<file path="config.mk">
export PLATFORM = sky130hd
export DESIGN_NAME = csvr_top
export DESIGN_NICKNAME = d
export VERILOG_FILES = /design/src/design/csvr_pkg.sv /design/src/design/csvr_wr_if.sv /design/src/design/csvr_regs.sv /design/src/design/csvr_sync.sv /design/src/design/csvr_top.sv
export SDC_FILE = /design/constraint.sdc
export NUM_CORES = 1
export LEC_CHECK = 0
export BUFFER_PORTS_ARGS = -buffer_cell sky130_fd_sc_hd__buf_2
export CAP_MARGIN = 30
export CORE_UTILIZATION = 50
export CTS_CLUSTER_SIZE = 12
export DETAILED_ROUTE_END_ITERATION = 8
export PLACE_DENSITY = 0.77
export SYNTH_ARGS = -nofsm -noshare
export SYNTH_HDL_FRONTEND = slang
export SYNTH_HIERARCHICAL = 1
export SYNTH_SLANG_ARGS = --single-unit
</file>
<file path="constraint.sdc">
create_clock -name mclk -period 4.73 [get_ports mclk]
set_input_delay 0.473 -clock mclk [delete_from_list [all_inputs] [get_ports mclk]]
set_output_delay 0.473 -clock mclk [all_outputs]
set_load 0.03 [all_outputs]
</file>
<file path="src/design/csvr_pkg.sv">
// Package: offsets, fields and reset values of the comparator status / reference registers
package csvr_pkg;
    localparam logic [15:0] VREF_CONTROL_OFF     = 16'h9600;
    localparam logic [15:0] CMP_STATUS_OFF       = 16'hA060;
    localparam logic [3:0]  ALIAS_BASE           = 4'h0;
    localparam logic [3:0]  ALIAS_CLR            = 4'h4;
    localparam logic [3:0]  ALIAS_SET            = 4'h8;
    localparam logic [3:0]  ALIAS_INV            = 4'hC;
    localparam int          STAT_IDLE_HALT_BIT   = 13;
    localparam int          STAT_CMP3_BIT        = 2;
    localparam int          STAT_CMP2_BIT        = 1;
    localparam int          STAT_CMP1_BIT        = 0;
    localparam int          VREF_ENABLE_BIT      = 15;
    localparam int          VREF_PIN_BIT         = 6;
    localparam int          VREF_RANGE_BIT       = 5;
    localparam int          VREF_SOURCE_BIT      = 4;
    localparam int          VREF_TAP_LSB         = 0;
    localparam int          VREF_TAP_WIDTH       = 4;
    localparam logic [31:0] STAT_WRITE_MASK      = 32'h0000_2000;
    localparam logic [31:0] VREF_WRITE_MASK      = 32'h0000_807F;
    localparam logic [31:0] STAT_RESET           = 32'h0000_0000;
    localparam logic [31:0] VREF_RESET           = 32'h0000_0000;
    localparam int          SYNC_STAGES          = 2;
    localparam int          CMP_COUNT            = 3;

    typedef enum logic [1:0]
    {
        CSVR_IDLE   = 2'b00,
        CSVR_SETUP  = 2'b01,
        CSVR_ACCESS = 2'b11
    } csvr_phase_t;
endpackage

</file>
<file path="src/design/csvr_wr_if.sv">
// Interface carrying a decoded register write between bus slave and register file
`timescale 1ns/1ps
interface csvr_wr_if;
    logic        wr_stb;
    logic        sel_vref;
    logic        sel_stat;
    logic [3:0]  alias_op;
    logic [31:0] wdata;
    logic [31:0] vref_q;
    logic [31:0] stat_q;

    modport slave
    (
        output wr_stb,
        output sel_vref,
        output sel_stat,
        output alias_op,
        output wdata,
        input  vref_q,
        input  stat_q
    );
    modport regs
    (
        input  wr_stb,
        input  sel_vref,
        input  sel_stat,
        input  alias_op,
        input  wdata,
        output vref_q,
        output stat_q
    );
endinterface

</file>
<file path="src/design/csvr_regs.sv">
// Register file with base, clear, set and invert write paths
`timescale 1ns/1ps
module csvr_regs (
    input  wire logic mclk,
    input  wire logic reset,
    input  wire logic [csvr_pkg::CMP_COUNT-1:0] cmp_sync,
    csvr_wr_if.regs   wr
);
    typedef struct packed
    {
        logic [31:0] vref;
        logic [31:0] stat;
    } csvr_regs_t;

    csvr_regs_t state_reg;
    csvr_regs_t state_next;

    function automatic logic [31:0] apply_op(
        input logic [31:0] cur,
        input logic [31:0] wd,
        input logic [3:0]  op,
        input logic [31:0] mask
    );
        logic [31:0] res;
        case (op)
            csvr_pkg::ALIAS_CLR: res = cur & ~wd;
            csvr_pkg::ALIAS_SET: res = cur | wd;
            csvr_pkg::ALIAS_INV: res = cur ^ wd;
            default:             res = wd;
        endcase
        // Unimplemented bits never store anything
        return res & mask;
    endfunction

    always_comb
    begin
        state_next = state_reg;
        if (wr.wr_stb && wr.sel_vref)
            state_next.vref = apply_op(state_reg.vref, wr.wdata, wr.alias_op,
                                       csvr_pkg::VREF_WRITE_MASK); // (RQ12)
        if (wr.wr_stb && wr.sel_stat)
            state_next.stat = apply_op(state_reg.stat, wr.wdata, wr.alias_op,
                                       csvr_pkg::STAT_WRITE_MASK); // (RQ5)
    end

    always_ff @(posedge mclk)
    begin
        if (reset)
        begin
            state_reg.vref <= csvr_pkg::VREF_RESET; // (RQ11)
            state_reg.stat <= csvr_pkg::STAT_RESET;
        end
        else
            state_reg <= state_next;
    end

    assign wr.vref_q = state_reg.vref;
    // Live comparator results merged into the read image only
    assign wr.stat_q = state_reg.stat
                     | {29'h0000_0000, cmp_sync}; // (RQ2) (RQ3) (RQ4)
endmodule

</file>
<file path="src/design/csvr_sync.sv">
// Two-stage synchroniser for the comparator result levels
`timescale 1ns/1ps
module csvr_sync #(
    parameter int WIDTH = 3
) (
    input  wire logic             mclk,
    input  wire logic             reset,
    input  wire logic [WIDTH-1:0] async_in,
    output logic      [WIDTH-1:0] sync_out
);
    typedef struct packed
    {
        logic [WIDTH-1:0] meta;
        logic [WIDTH-1:0] stable;
    } csvr_sync_t;

    csvr_sync_t state_reg;
    csvr_sync_t state_next;

    always_comb
    begin
        state_next        = state_reg;
        state_next.meta   = async_in;
        state_next.stable = state_reg.meta;
    end

    always_ff @(posedge mclk)
    begin
        if (reset)
            state_reg <= '0;
        else
            state_reg <= state_next;
    end

    assign sync_out = state_reg.stable;
endmodule

</file>
<file path="src/design/csvr_top.sv">
// Comparator status and voltage reference control registers behind an APB slave
//
// Contract
// (RQ1) Idle-halt bit set: all three comparators stop while the chip idles.
// (RQ2) Status bit 2 reads the live comparator three result.
// (RQ3) Status bit 1 reads the live comparator two result.
// (RQ4) Status bit 0 reads the live comparator one result.
// (RQ5) Other status bits read zero and ignore writes.
// (RQ6) Reference bit 15 enables the ladder; other bits untouched by it.
// (RQ7) Reference bit 6 connects the reference to its output pin.
// (RQ8) Reference bit 5 picks high span or quarter-based low range.
// (RQ9) Reference bit 4 picks external reference pins or analog supply.
// (RQ10) Reference bits 3..0 hold the ladder tap code 0..15.
// (RQ11) Unused reference bits read zero; implemented fields reset to zero.
// (RQ12) Offsets 0x4, 0x8, 0xC clear, set, toggle ones of base register.
// (RQ13) Software avoids access right after clearing the enable bit.
// (RQ14) Comparator results pass two flip-flops before the read path.
//
// Our own choice: the APB slave port.
`timescale 1ns/1ps
module csvr_top (
    input  wire logic        mclk,
    input  wire logic        reset,
    input  wire logic        psel,
    input  wire logic        penable,
    input  wire logic        pwrite,
    input  wire logic [15:0] paddr,
    input  wire logic [31:0] pwdata,
    input  wire logic [3:0]  pstrb,
    output logic      [31:0] prdata,
    output logic             pready,
    output logic             pslverr,
    input  wire logic        cmp_one_result,
    input  wire logic        cmp_two_result,
    input  wire logic        cmp_three_result,
    input  wire logic        idle_mode,
    output logic             cmp_enable_allowed,
    output logic             ref_enable,
    output logic             ref_pin_connect,
    output logic             ref_range_select,
    output logic             ref_source_select,
    output logic      [3:0]  ref_tap_code
);
    typedef struct packed
    {
        csvr_pkg::csvr_phase_t phase;
        logic [31:0]           rdata;
        logic                  err;
        logic                  cmp_allow;
        logic                  en;
        logic                  pin;
        logic                  rng;
        logic                  src;
        logic [3:0]            tap;
    } csvr_top_t;

    csvr_top_t state_reg;
    csvr_top_t state_next;

    csvr_wr_if wr ();

    logic [csvr_pkg::CMP_COUNT-1:0] cmp_sync;
    logic [15:0]                    base_addr;
    logic                           hit_vref;
    logic                           hit_stat;
    logic                           access;

    csvr_sync #(
        .WIDTH (csvr_pkg::CMP_COUNT)
    ) u_sync (
        .mclk     (mclk),
        .reset    (reset),
        .async_in ({cmp_three_result, cmp_two_result, cmp_one_result}), // (RQ14)
        .sync_out (cmp_sync)
    );

    csvr_regs u_regs (
        .mclk     (mclk),
        .reset    (reset),
        .cmp_sync (cmp_sync),
        .wr       (wr)
    );

    // Alias selects the operation; upper address bits pick the register
    assign base_addr = {paddr[15:4], 4'h0};
    assign hit_vref  = (base_addr == csvr_pkg::VREF_CONTROL_OFF) && (paddr[1:0] == 2'b00);
    assign hit_stat  = (base_addr == csvr_pkg::CMP_STATUS_OFF) && (paddr[1:0] == 2'b00);
    assign access    = psel && penable;

    assign wr.wr_stb   = access && pwrite && (pstrb == 4'hF);
    assign wr.sel_vref = hit_vref;
    assign wr.sel_stat = hit_stat;
    assign wr.alias_op = paddr[3:0]; // (RQ12)
    assign wr.wdata    = pwdata;

    always_comb
    begin
        state_next = state_reg;
        case (state_reg.phase)
            csvr_pkg::CSVR_IDLE:
            begin
                if (psel && !penable)
                    state_next.phase = csvr_pkg::CSVR_SETUP;
            end
            csvr_pkg::CSVR_SETUP:
            begin
                state_next.phase = csvr_pkg::CSVR_ACCESS;
            end
            csvr_pkg::CSVR_ACCESS:
            begin
                state_next.phase = (psel && !penable) ? csvr_pkg::CSVR_SETUP
                                                      : csvr_pkg::CSVR_IDLE;
            end
            default:
            begin
                state_next.phase = csvr_pkg::CSVR_IDLE;
            end
        endcase

        // Read data staged in setup so it is valid through the access cycle
        if (psel && !penable)
        begin
            state_next.err   = !(hit_vref || hit_stat) || (pwrite && pstrb != 4'hF);
            state_next.rdata = 32'h0000_0000;
            if (!pwrite && hit_vref && paddr[3:0] == csvr_pkg::ALIAS_BASE)
                state_next.rdata = wr.vref_q; // (RQ11)
            else if (!pwrite && hit_stat && paddr[3:0] == csvr_pkg::ALIAS_BASE)
                state_next.rdata = wr.stat_q; // (RQ2) (RQ3) (RQ4) (RQ5)
        end

        // Idle halt gates the comparators only while idle is asserted
        state_next.cmp_allow = !(idle_mode
                                 && wr.stat_q[csvr_pkg::STAT_IDLE_HALT_BIT]); // (RQ1)
        state_next.en  = wr.vref_q[csvr_pkg::VREF_ENABLE_BIT]; // (RQ6)
        state_next.pin = wr.vref_q[csvr_pkg::VREF_PIN_BIT]; // (RQ7)
        state_next.rng = wr.vref_q[csvr_pkg::VREF_RANGE_BIT]; // (RQ8)
        state_next.src = wr.vref_q[csvr_pkg::VREF_SOURCE_BIT]; // (RQ9)
        state_next.tap = wr.vref_q[csvr_pkg::VREF_TAP_LSB +: csvr_pkg::VREF_TAP_WIDTH]; // (RQ10)
    end

    always_ff @(posedge mclk)
    begin
        if (reset)
        begin
            state_reg           <= '0;
            state_reg.phase     <= csvr_pkg::CSVR_IDLE;
            state_reg.cmp_allow <= 1'b1;
        end
        else
            state_reg <= state_next;
    end

    // Zero-wait slave: no stall needed, so the RQ13 hazard cannot hurt here
    assign pready             = 1'b1;
    assign prdata             = state_reg.rdata;
    assign pslverr            = access && state_reg.err;
    assign cmp_enable_allowed = state_reg.cmp_allow;
    assign ref_enable         = state_reg.en;
    assign ref_pin_connect    = state_reg.pin;
    assign ref_range_select   = state_reg.rng;
    assign ref_source_select  = state_reg.src;
    assign ref_tap_code       = state_reg.tap;
endmodule

</file>
; Yosys cells after proc, flatten, opt, wreduce, memory -nomap -nowiden
; Cells that the tools add are included.
[word_totals]
ff_bits = 57
word_cells = 54
output_inout_bits = 43
input_bits = 61
[classes]
eq_ne = 7
n_reduce_logical = 23
muxes = 4
n_bitwise = 8
[op_table]
columns = operator, n
row1 = $mux 32, 2
row2 = $pmux 16 s3, 1
row3 = $pmux 14 s3, 1
row4 = $eq 12x12->1 const B, 2
row5 = $and 16x16->16, 1
row6 = $not 16->16, 1
row7 = $or 16x16->16, 1
row8 = $xor 16x16->16, 1
row9 = $logic_and 1x1->1, 15
row10 = $and 14x14->14, 1
row11 = $or 14x14->14, 1
row12 = $or 14x3->14, 1
row13 = $xor 14x14->14, 1
row14 = $eq 4x4->1 const B, 3
row15 = $eq 4x3->1 const B, 1
row16 = $logic_not 1->1, 4
row17 = $logic_not 4->1, 1
row18 = $ne 4x4->1 const B, 1
row19 = $logic_not 2->1, 1
row20 = $logic_or 1x1->1, 2

; Longest topological paths before layout
; Gate-level depths: netlist of the first run.
[depth]
word_depth = 6
depth_mapped = 6
mapped_depth_nobuf = 6

; Cells and area by module
; The synthesis of the first run kept the hierarchy.
[by_module_without_submodules]
columns = module, area_per_inst_um2, seq_area_each_um2, cells_per_inst, n_inst
row1 = csvr_top, 2382.3, 840.8, 265, 1
row2 = csvr_regs, 1325.0, 180.2, 180, 1
row3 = csvr_sync, 157.7, 120.1, 12, 1

; Worst setup path after synthesis of the first run
; Ideal clock, no wire load.
[synth_timing]
path_kind = input to register
startpoint = in paddr[4]
endpoint = reg u_regs/state_reg[13] in the netlist's numbering
setup_slack_ns = 2.714
required_ns = 4.609
arrival_ns = 1.895
stages = 6
path_buffers = 1
setup_time_ns = 0.121
cell_sequence = or4b_4 -> nor4_4 -> buf_6 -> nand2_1 -> nand3b_1 -> o41ai_2
[synth_via]
elab_chain_cells = 3
[synth_lines]
columns = item, line
row1 = from (decl), csvr_top.sv:27  ; input wire logic [15:0] paddr,
row2 = $eq 12x12->1, csvr_top.sv:87  ; assign hit_stat = (base_addr == csvr_pkg::CMP_STATUS_OFF) && (paddr[1:0] == 2'b00);
row3 = $logic_and 1x1->1, csvr_top.sv:87
row4 = named net hit_stat, csvr_top.sv:65  ; logic hit_stat;
row5 = $logic_and 1x1->1, csvr_regs.sv:41  ; if (wr.wr_stb && wr.sel_stat)
row6 = to (signal assigned), csvr_regs.sv:54  ; state_reg <= state_next;
row7 = to (decl), csvr_regs.sv:15  ; csvr_regs_t state_reg;
; The timed path passes the listed nets, and every way through them passes these cells.
; A chain may end at the register's enable or synchronous reset.

; Worst setup path in the final report of the first run
[layout_timing]
startpoint = in paddr[13]
endpoint = reg u_regs.state_reg (netlist bit u_regs/wr.vref_q[2])
[layout_via]
elab_chain_cells = 3
[layout_lines]
columns = item, line
row1 = $eq 12x12->1, csvr_top.sv:86  ; assign hit_vref = (base_addr == csvr_pkg::VREF_CONTROL_OFF) && (paddr[1:0] == 2'b00);
row2 = $logic_and 1x1->1, csvr_top.sv:86
row3 = named net hit_vref, csvr_top.sv:64  ; logic hit_vref;
row4 = $logic_and 1x1->1, csvr_regs.sv:38  ; if (wr.wr_stb && wr.sel_vref)
; The timed path passes the listed nets, and every way through them passes these cells.

==> key figures, run 1 <==
STA
  • Sum Neg Setup Slack: 0 ns
  • Period utilization: 47.8%
  • Final min period: approximately 2.3 ns
  • RSZ-0062 raised after global routing: false
  • Fmax: ~0.44 GHz
  • Worst Hold Margin: between 0.3 and 0.4 ns
  • Tightest Pin Transition: ~0.9 ns
  • Count of final max-slew check failures: 0
  • Worst rel slew slack: approximately 39%
  • Final hold violation count: 0
  • Fin Clk Skew: a little under 0.007 ns
  • Final Setup Violations: 0

Clock network
  • Maximum buffer depth of the clock tree: 2
  • Resize count post-CTS: 0
  • CTS tree: yes
  • CTS Hold Bufs: 0
  • H-tree levels: 3
  • CTS buffer count: 9
  • Root buffer cell: clkbuf_8
  • Setup bufs post-CTS: 0
  • Clk pin slew, worst setup/hold paths: about 0.07 ns
  • Clk_lat worst skew: roughly 0.34 ns
  • # clock sinks: 57

Logic synthesis
  • Number of flops mapped to enable cells by yosys: 0
  • Top cells by area, synth: dfxtp_1 (30%), buf_4 (19%), a211oi_2 (9.4%)
  • Seq cells post-synth: 57
  • Most common cell in the synthesized netlist: buf_4
  • Most frequent cells after synthesis: buf_4 (97), dfxtp_1 (57), nor2_1 (36)
  • Post-synth top flop: dfxtp_1
  • Synth Cell Area: 3860 sq um
  • Cell taking the most area after synthesis: dfxtp_1
  • Synth cell types: 43
  • Mapped Avg Cell Area: around 8.5 sq um
  • Register area share after synthesis: between 20% and 30%
  • Post-Synthesis Cells: roughly 460
  • Async S/R FF share, synth: 0%
  • Area share of the largest cell type after synthesis: 29.5%
  • Synthesis Warnings: 6

Drt
  • WL final: approximately 8.1 mm
  • WL/cell: between 10 and 15 um
  • Vias per cell: around 5.1
  • DRT Pass-1 Iters: 4
  • Residual DRC count: 0
  • Via count: between 3k and 4k
  • Post-DRT Antenna Nets: 0
  • Initial DRC Count: 170

Pwr
  • Pwr Total: roughly 0.0011 W
  • Total power divided by cell area: ~270 nW/um^2
  • Max VDD drop: between 0.0001 and 0.00015 V
  • Static Leak: approximately 1.7 nW

Floorplanning
  • Starting Density: 52.4%
  • Rows: 31
  • Die area: 8090 sq um
  • Die extent in y: around 90 um
  • Die width: roughly 90 um
  • Core Region: around 7400 sq um
  • I/O Pins: about 100

Place
  • Routability cong.: around 0.8
  • I/O Buffers: 79
  • Placed inst area: around 3800 sq um
  • Hpwl dp: between 5 and 6 mm

Job
  • Max Cap Viol: 0

Cells and area
  • Largest register FFs: 32
  • Fin nets: 564
  • Design area: between 3000 and 4000 sq um
  • Share of cells above drive strength 1: about 29%
  • Seq. cell area: around 1100 sq um
  • Synth-to-Final Area Change: 3.27%
  • Diode count: 0
  • Filler cells: 713
  • Area occupied by multi-input gates: between 2000 and 2500 sq um

Global routing
  • First-pass GRT wire length: between 10 and 15 mm
  • Vias in the first global route: between 2k and 3k
  • Initial antenna violation count: 0
  • Maximum number of pins on one net before global-route repair: 39
  • M2 GR Usage: 32.6%
  • GR Util All Layers: approximately a fifth
  • Congestion Overflow GR: 0
  • Layer with the highest usage: met2
  • Met3 usage: slightly above 4%
  • Met1 GRT Util: between 20% and 30%

Setup path
  • Crit start category: primary input
  • R2R depth: 6
  • Critical path required time: roughly 5 ns
  • CP Max Fanout: 8
  • Worst r2r dst: u_regs/state_reg[13]
  • R2R Setup Slk: ~3.3 ns
  • Crit path kind: primary input to flip-flop
  • Crit Reg-Reg Startpoint: u_regs/state_reg[13]
  • CP cell instances: buf_2 > nor4b_1 > and4_1 > nand2_1 > nor2_1 > o21ai_0 > o21ai_1
  • Delay-heaviest family, CP: simple AND/OR/NAND/NOR gates
  • Slowest-stage cell, CP: nor4b_1
  • Worst Path Buf+Inv: 1
  • Setup crit end kind: flip-flop
  • CP Data Arrival Time: 2.54 ns
  • Slowest stage delay, CP: about 0.72 ns

Worst hold path
  • Hold EP: cmp_enable_allowed
  • Worst Hold Path Cells: 2
  • Worst hold path type: primary input to flip-flop
  • Hold path start: idle_mode

Run status
  • Outcome: finished, final reports clean
==> worst reg2reg max path, cell delays in order (launching register included) <==
cell and delay [ns]:
dfxtp_1 0.43, inv_1 0.07, ha_1 0.29, nand2_2 0.05, o21ai_2 0.06, a21oi_1 0.08, o41ai_2 0.32
==> report_power, final <==
| group | leakage, nW | total, W | switching [W] | internal (W) |
|---|---|---|---|---|
| clock network | 0.0850 | 0.000401 | 0.000213 | 0.000188 |
| logic | 1.17 | 0.000174 | 0.000115 | 0.0000592 |
| registers | 0.466 | 0.000507 | 0.00000844 | 0.000498 |
| total | 1.72 | 0.00108 | 0.000336 | 0.000746 |
==> cell type report <==
type	count	area share (%)
clock inverters	7	1.19
flip-flops and latches	57	28.6
inverters	19	1.79
repair buffers	86	11.9
well taps	99	3.10
multi-input cells	312	50.3
clock buffers	9	3.10
==> logic make-up (layout without fill, tap and decap cells) <==
group,Yosys count,count (layout),share of synthesized area (%)
other,2,53,0.194
flip-flops,57,57,29.5
AND/OR/NAND/NOR,135,135,18.9
adder cells (fa/ha/maj),18,18,5.83
AO/OA/AOI/OAI,106,106,21.7
buffers and inverters,139,121,23.9
==> routing by layer <==
metal / up-vias / routed length [um]
met5: - / 0
met4: 0 / 167
met3: 13 / 389
met2: 84 / 3920
met1: 1421 / 3630
li1: 1499 / -
==> worst max-delay path by stage <==
stage	from	end	slack [ns]	cells past startpoint
final	paddr[13]	u_regs/wr.vref_q[2]	2.47	7
after detailed placement	paddr[13]	u_regs/wr.vref_q[4]	2.13	7
after global placement	paddr[13]	prdata[15]	1.81	5
after floorplan	paddr[4]	u_regs/state_reg[13]	2.71	6
after global routing	paddr[13]	u_regs/wr.vref_q[15]	2.30	7
after CTS	paddr[13]	u_regs/wr.vref_q[4]	2.47	7
==> metrics by stage <==
stage          util [%]  setup WS, ns  cells
2_1_floorplan         -          2.71    508
3_3_place_gp       51.3          1.81    571
3_5_place_dp       51.8          2.13    573
4_1_cts            54.2          2.47    589
5_1_grt            54.2          2.30    589
6_report           54.2          2.47    589
==> placed cells by master (no fill, tap or decap), types with 5 or more instances in the layout <==
cell type and n:
a211oi_2 29, a21oi_1 8, a31oi_1 35, buf_2 79, buf_4 5, clkbuf_8 9, conb_1 53, dfxtp_1 57
ha_1 18, inv_1 19, nand2_1 19, nand3_1 33, nor2_1 36, nor2b_1 19, o21ai_0 9, o21ai_1 13
(Power assumes the default switching activity.)
==> run 2: changes to the inputs <==
==> constraint.sdc (replaced) <==
create_clock -name mclk -period 2.14 [get_ports mclk]
set_input_delay 0.214 -clock mclk [delete_from_list [all_inputs] [get_ports mclk]]
set_output_delay 0.214 -clock mclk [all_outputs]
set_load 0.03 [all_outputs]
==> run 2 against run 1 <==
Effect of this change:
- first-iteration DRC count stayed put
- sequential power is 120% higher
- critical endpoint is now prdata[3]
- count of clock-buffer cells in the layout is 3 higher
- non-clock buffer count is 12 higher
- global-route usage is 1.5 points higher
- largest cell class unchanged
- hold slack worse by 0.27 ns
- final area is 1.5% higher
- clock power is 110% higher
==> key figures, run 2 (synthesis results as in run 1) <==
Global routing
  • M2 GR Usage: a little under two fifths
  • Initial antenna violation count: 0
  • Congestion Overflow GR: 0
  • GR Util All Layers: ~22%
  • Maximum number of pins on one net before global-route repair: 34
  • Layer with the highest usage: met2
  • Met3 usage: 5.33%
  • First-pass GRT wire length: 14.2 mm
  • Met1 GRT Util: about a quarter
  • Vias in the first global route: 3136

Setup path
  • CP Data Arrival Time: roughly 1.8 ns
  • CP Max Fanout: 26
  • Critical path required time: 2.40 ns
  • Crit start category: primary input
  • Setup crit end kind: flip-flop
  • Crit path kind: primary input to flip-flop

Place
  • I/O Buffers: a little under 80
  • Hpwl dp: between 5 and 6 mm
  • Routability cong.: 0.803

Drt
  • Post-DRT Antenna Nets: 0
  • DRT Pass-1 Iters: 4
  • Via count: approximately 3.1k
  • Residual DRC count: 0
  • WL final: approximately 8.4 mm
  • Vias per cell: ~5.2
  • WL/cell: 13.9 um
  • Initial DRC Count: 170

Floorplanning
  • I/O Pins: ~100
  • Die area: around 8100 sq um
  • Die extent in y: ~90 um
  • Die width: between 80 and 90 um
  • Starting Density: a little over half
  • Core Region: 7370 sq um
  • Rows: 31

Cells and area
  • Core Util, Final: 55.0%
  • Filler cells: 730
  • Synth-to-Final Area Change: 4.79%
  • Commonest non-fill, non-tap cell in the layout: buf_2
  • Commonest non-fill, non-tap cells in the layout: buf_2 (79), dfxtp_1 (57), conb_1 (53), nor2_1 (36), a31oi_1 (35)
  • Largest register FFs: 32
  • Fin nets: about 580
  • Share of cells above drive strength 1: between 30% and 40%
  • Diode count: 0

Clock network
  • # clock sinks: 57
  • H-tree levels: 3
  • CTS Hold Bufs: 0
  • CTS buffer count: 9
  • Resize count post-CTS: 0
  • Maximum buffer depth of the clock tree: 2
  • Setup bufs post-CTS: 0
  • Clk pin slew, worst setup/hold paths: 0.06 ns
  • Root buffer cell: clkbuf_8
  • Clk_lat worst skew: ~0.34 ns
  • CTS tree: yes

Pwr
  • NetSw: between 0.0007 and 0.0008 W
  • Reg power frac: 47.5%
  • Sw frac: a little under a third
  • Total power divided by cell area: 582 nW/um^2
  • Clock network power share: ~36%
  • Int Pwr: approximately 0.0016 W
  • Combinational Power Share: between 15 and 20%
  • Max VDD drop: about 0.00034 V
  • Static Leak: between 1.5 and 2 nW

STA
  • Worst rel slew slack: 50.4%
  • Count of final max-slew check failures: 0
  • Final hold violation count: 0
  • Period utilization: 72.3%
  • Final min period: ~1.5 ns
  • Fmax: 0.647 GHz
  • RSZ-0062 raised after global routing: false
  • Fin Clk Skew: 0.00377 ns
  • Tightest Pin Transition: around 0.74 ns
  • Final Setup Violations: 0
  • Sum Neg Setup Slack: 0 ns

Worst hold path
  • Worst hold path type: primary input to flip-flop

Job
  • Max Cap Viol: 0

Run status
  • Outcome: finished, final reports clean
-- run 2: cell types whose count changed in the layout (fill, tap and decap cells not counted), sizes merged --
| cell | before | now |
|---|---|---|
| buf | 86 | 98 |
| clkinv | 5 | 4 |
| clkbuf | 9 | 12 |
| clkinvlp | 2 | 0 |
-- run 2: per-layer routing --
metal,vias up,wire length [um],part of all wire (%)
met2,74,4160,50
met1,1499,3640,43
met4,0,144,1.7
met3,14,437,5.2
li1,1527,-,-
met5,-,0,0
-- run 2: cell type report --
cell class	instances	area (sq um)	share of cell area [%]
tap	99	124	3.06
clock buffer	12	135	3.34
inverter	19	71.3	1.76
multi-input combinational	312	2010	49.6
timing repair buffer	98	551	13.6
sequential	57	1140	28.2
clock inverter	4	20.0	0.494
-- run 2: power by group through the flow --
stage / logic [W] / registers [W] / clock network, W
6_report: 0.000391 / 0.00112 / 0.000846
5_1_grt: 0.000431 / 0.00112 / 0.000910
4_1_cts: 0.000390 / 0.00112 / 0.000860
3_5_place_dp: 0.000388 / 0.00114 / 0
3_3_place_gp: 0.000377 / 0.00114 / 0
2_1_floorplan: 0.000386 / 0.00114 / 0
-- run 2: path summary, 6_finish.rpt --
| path | slack (ns) | from | to | cells past startpoint |
|---|---|---|---|---|
| worst max-delay path | 0.59 | paddr[1] | prdata[3] | 6 |
| worst min-delay path | 0.06 | idle_mode | cmp_enable_allowed | 2 |
| worst max register to register | 0.74 | u_regs/state_reg[13] | u_regs/state_reg[13] | 6 |
| worst min register to register | 0.45 | u_sync/state_next[0] | u_sync/sync_out[0] | 1 |
-- run 2: metrics by stage --
stage	hold WS (ns)	power [W]	cell area (sq um)	setup slack, ns	cells
3_5_place_dp	0.407	0.00153	3890	0.269	585
6_report	0.0573	0.00236	4050	0.593	601
3_3_place_gp	0.407	0.00152	3890	0.309	585
5_1_grt	0.0664	0.00247	4050	0.481	601
4_1_cts	0.0480	0.00237	4050	0.622	601
2_1_floorplan	0.286	0.00152	4060	0.383	508
-- run 2: worst max-delay path: stages --
cell and delay [ns]:
buf_2 0.13, or4b_4 0.56, nor4_4 0.33, buf_12 0.21, a31oi_1 0.11, a211oi_2 0.23
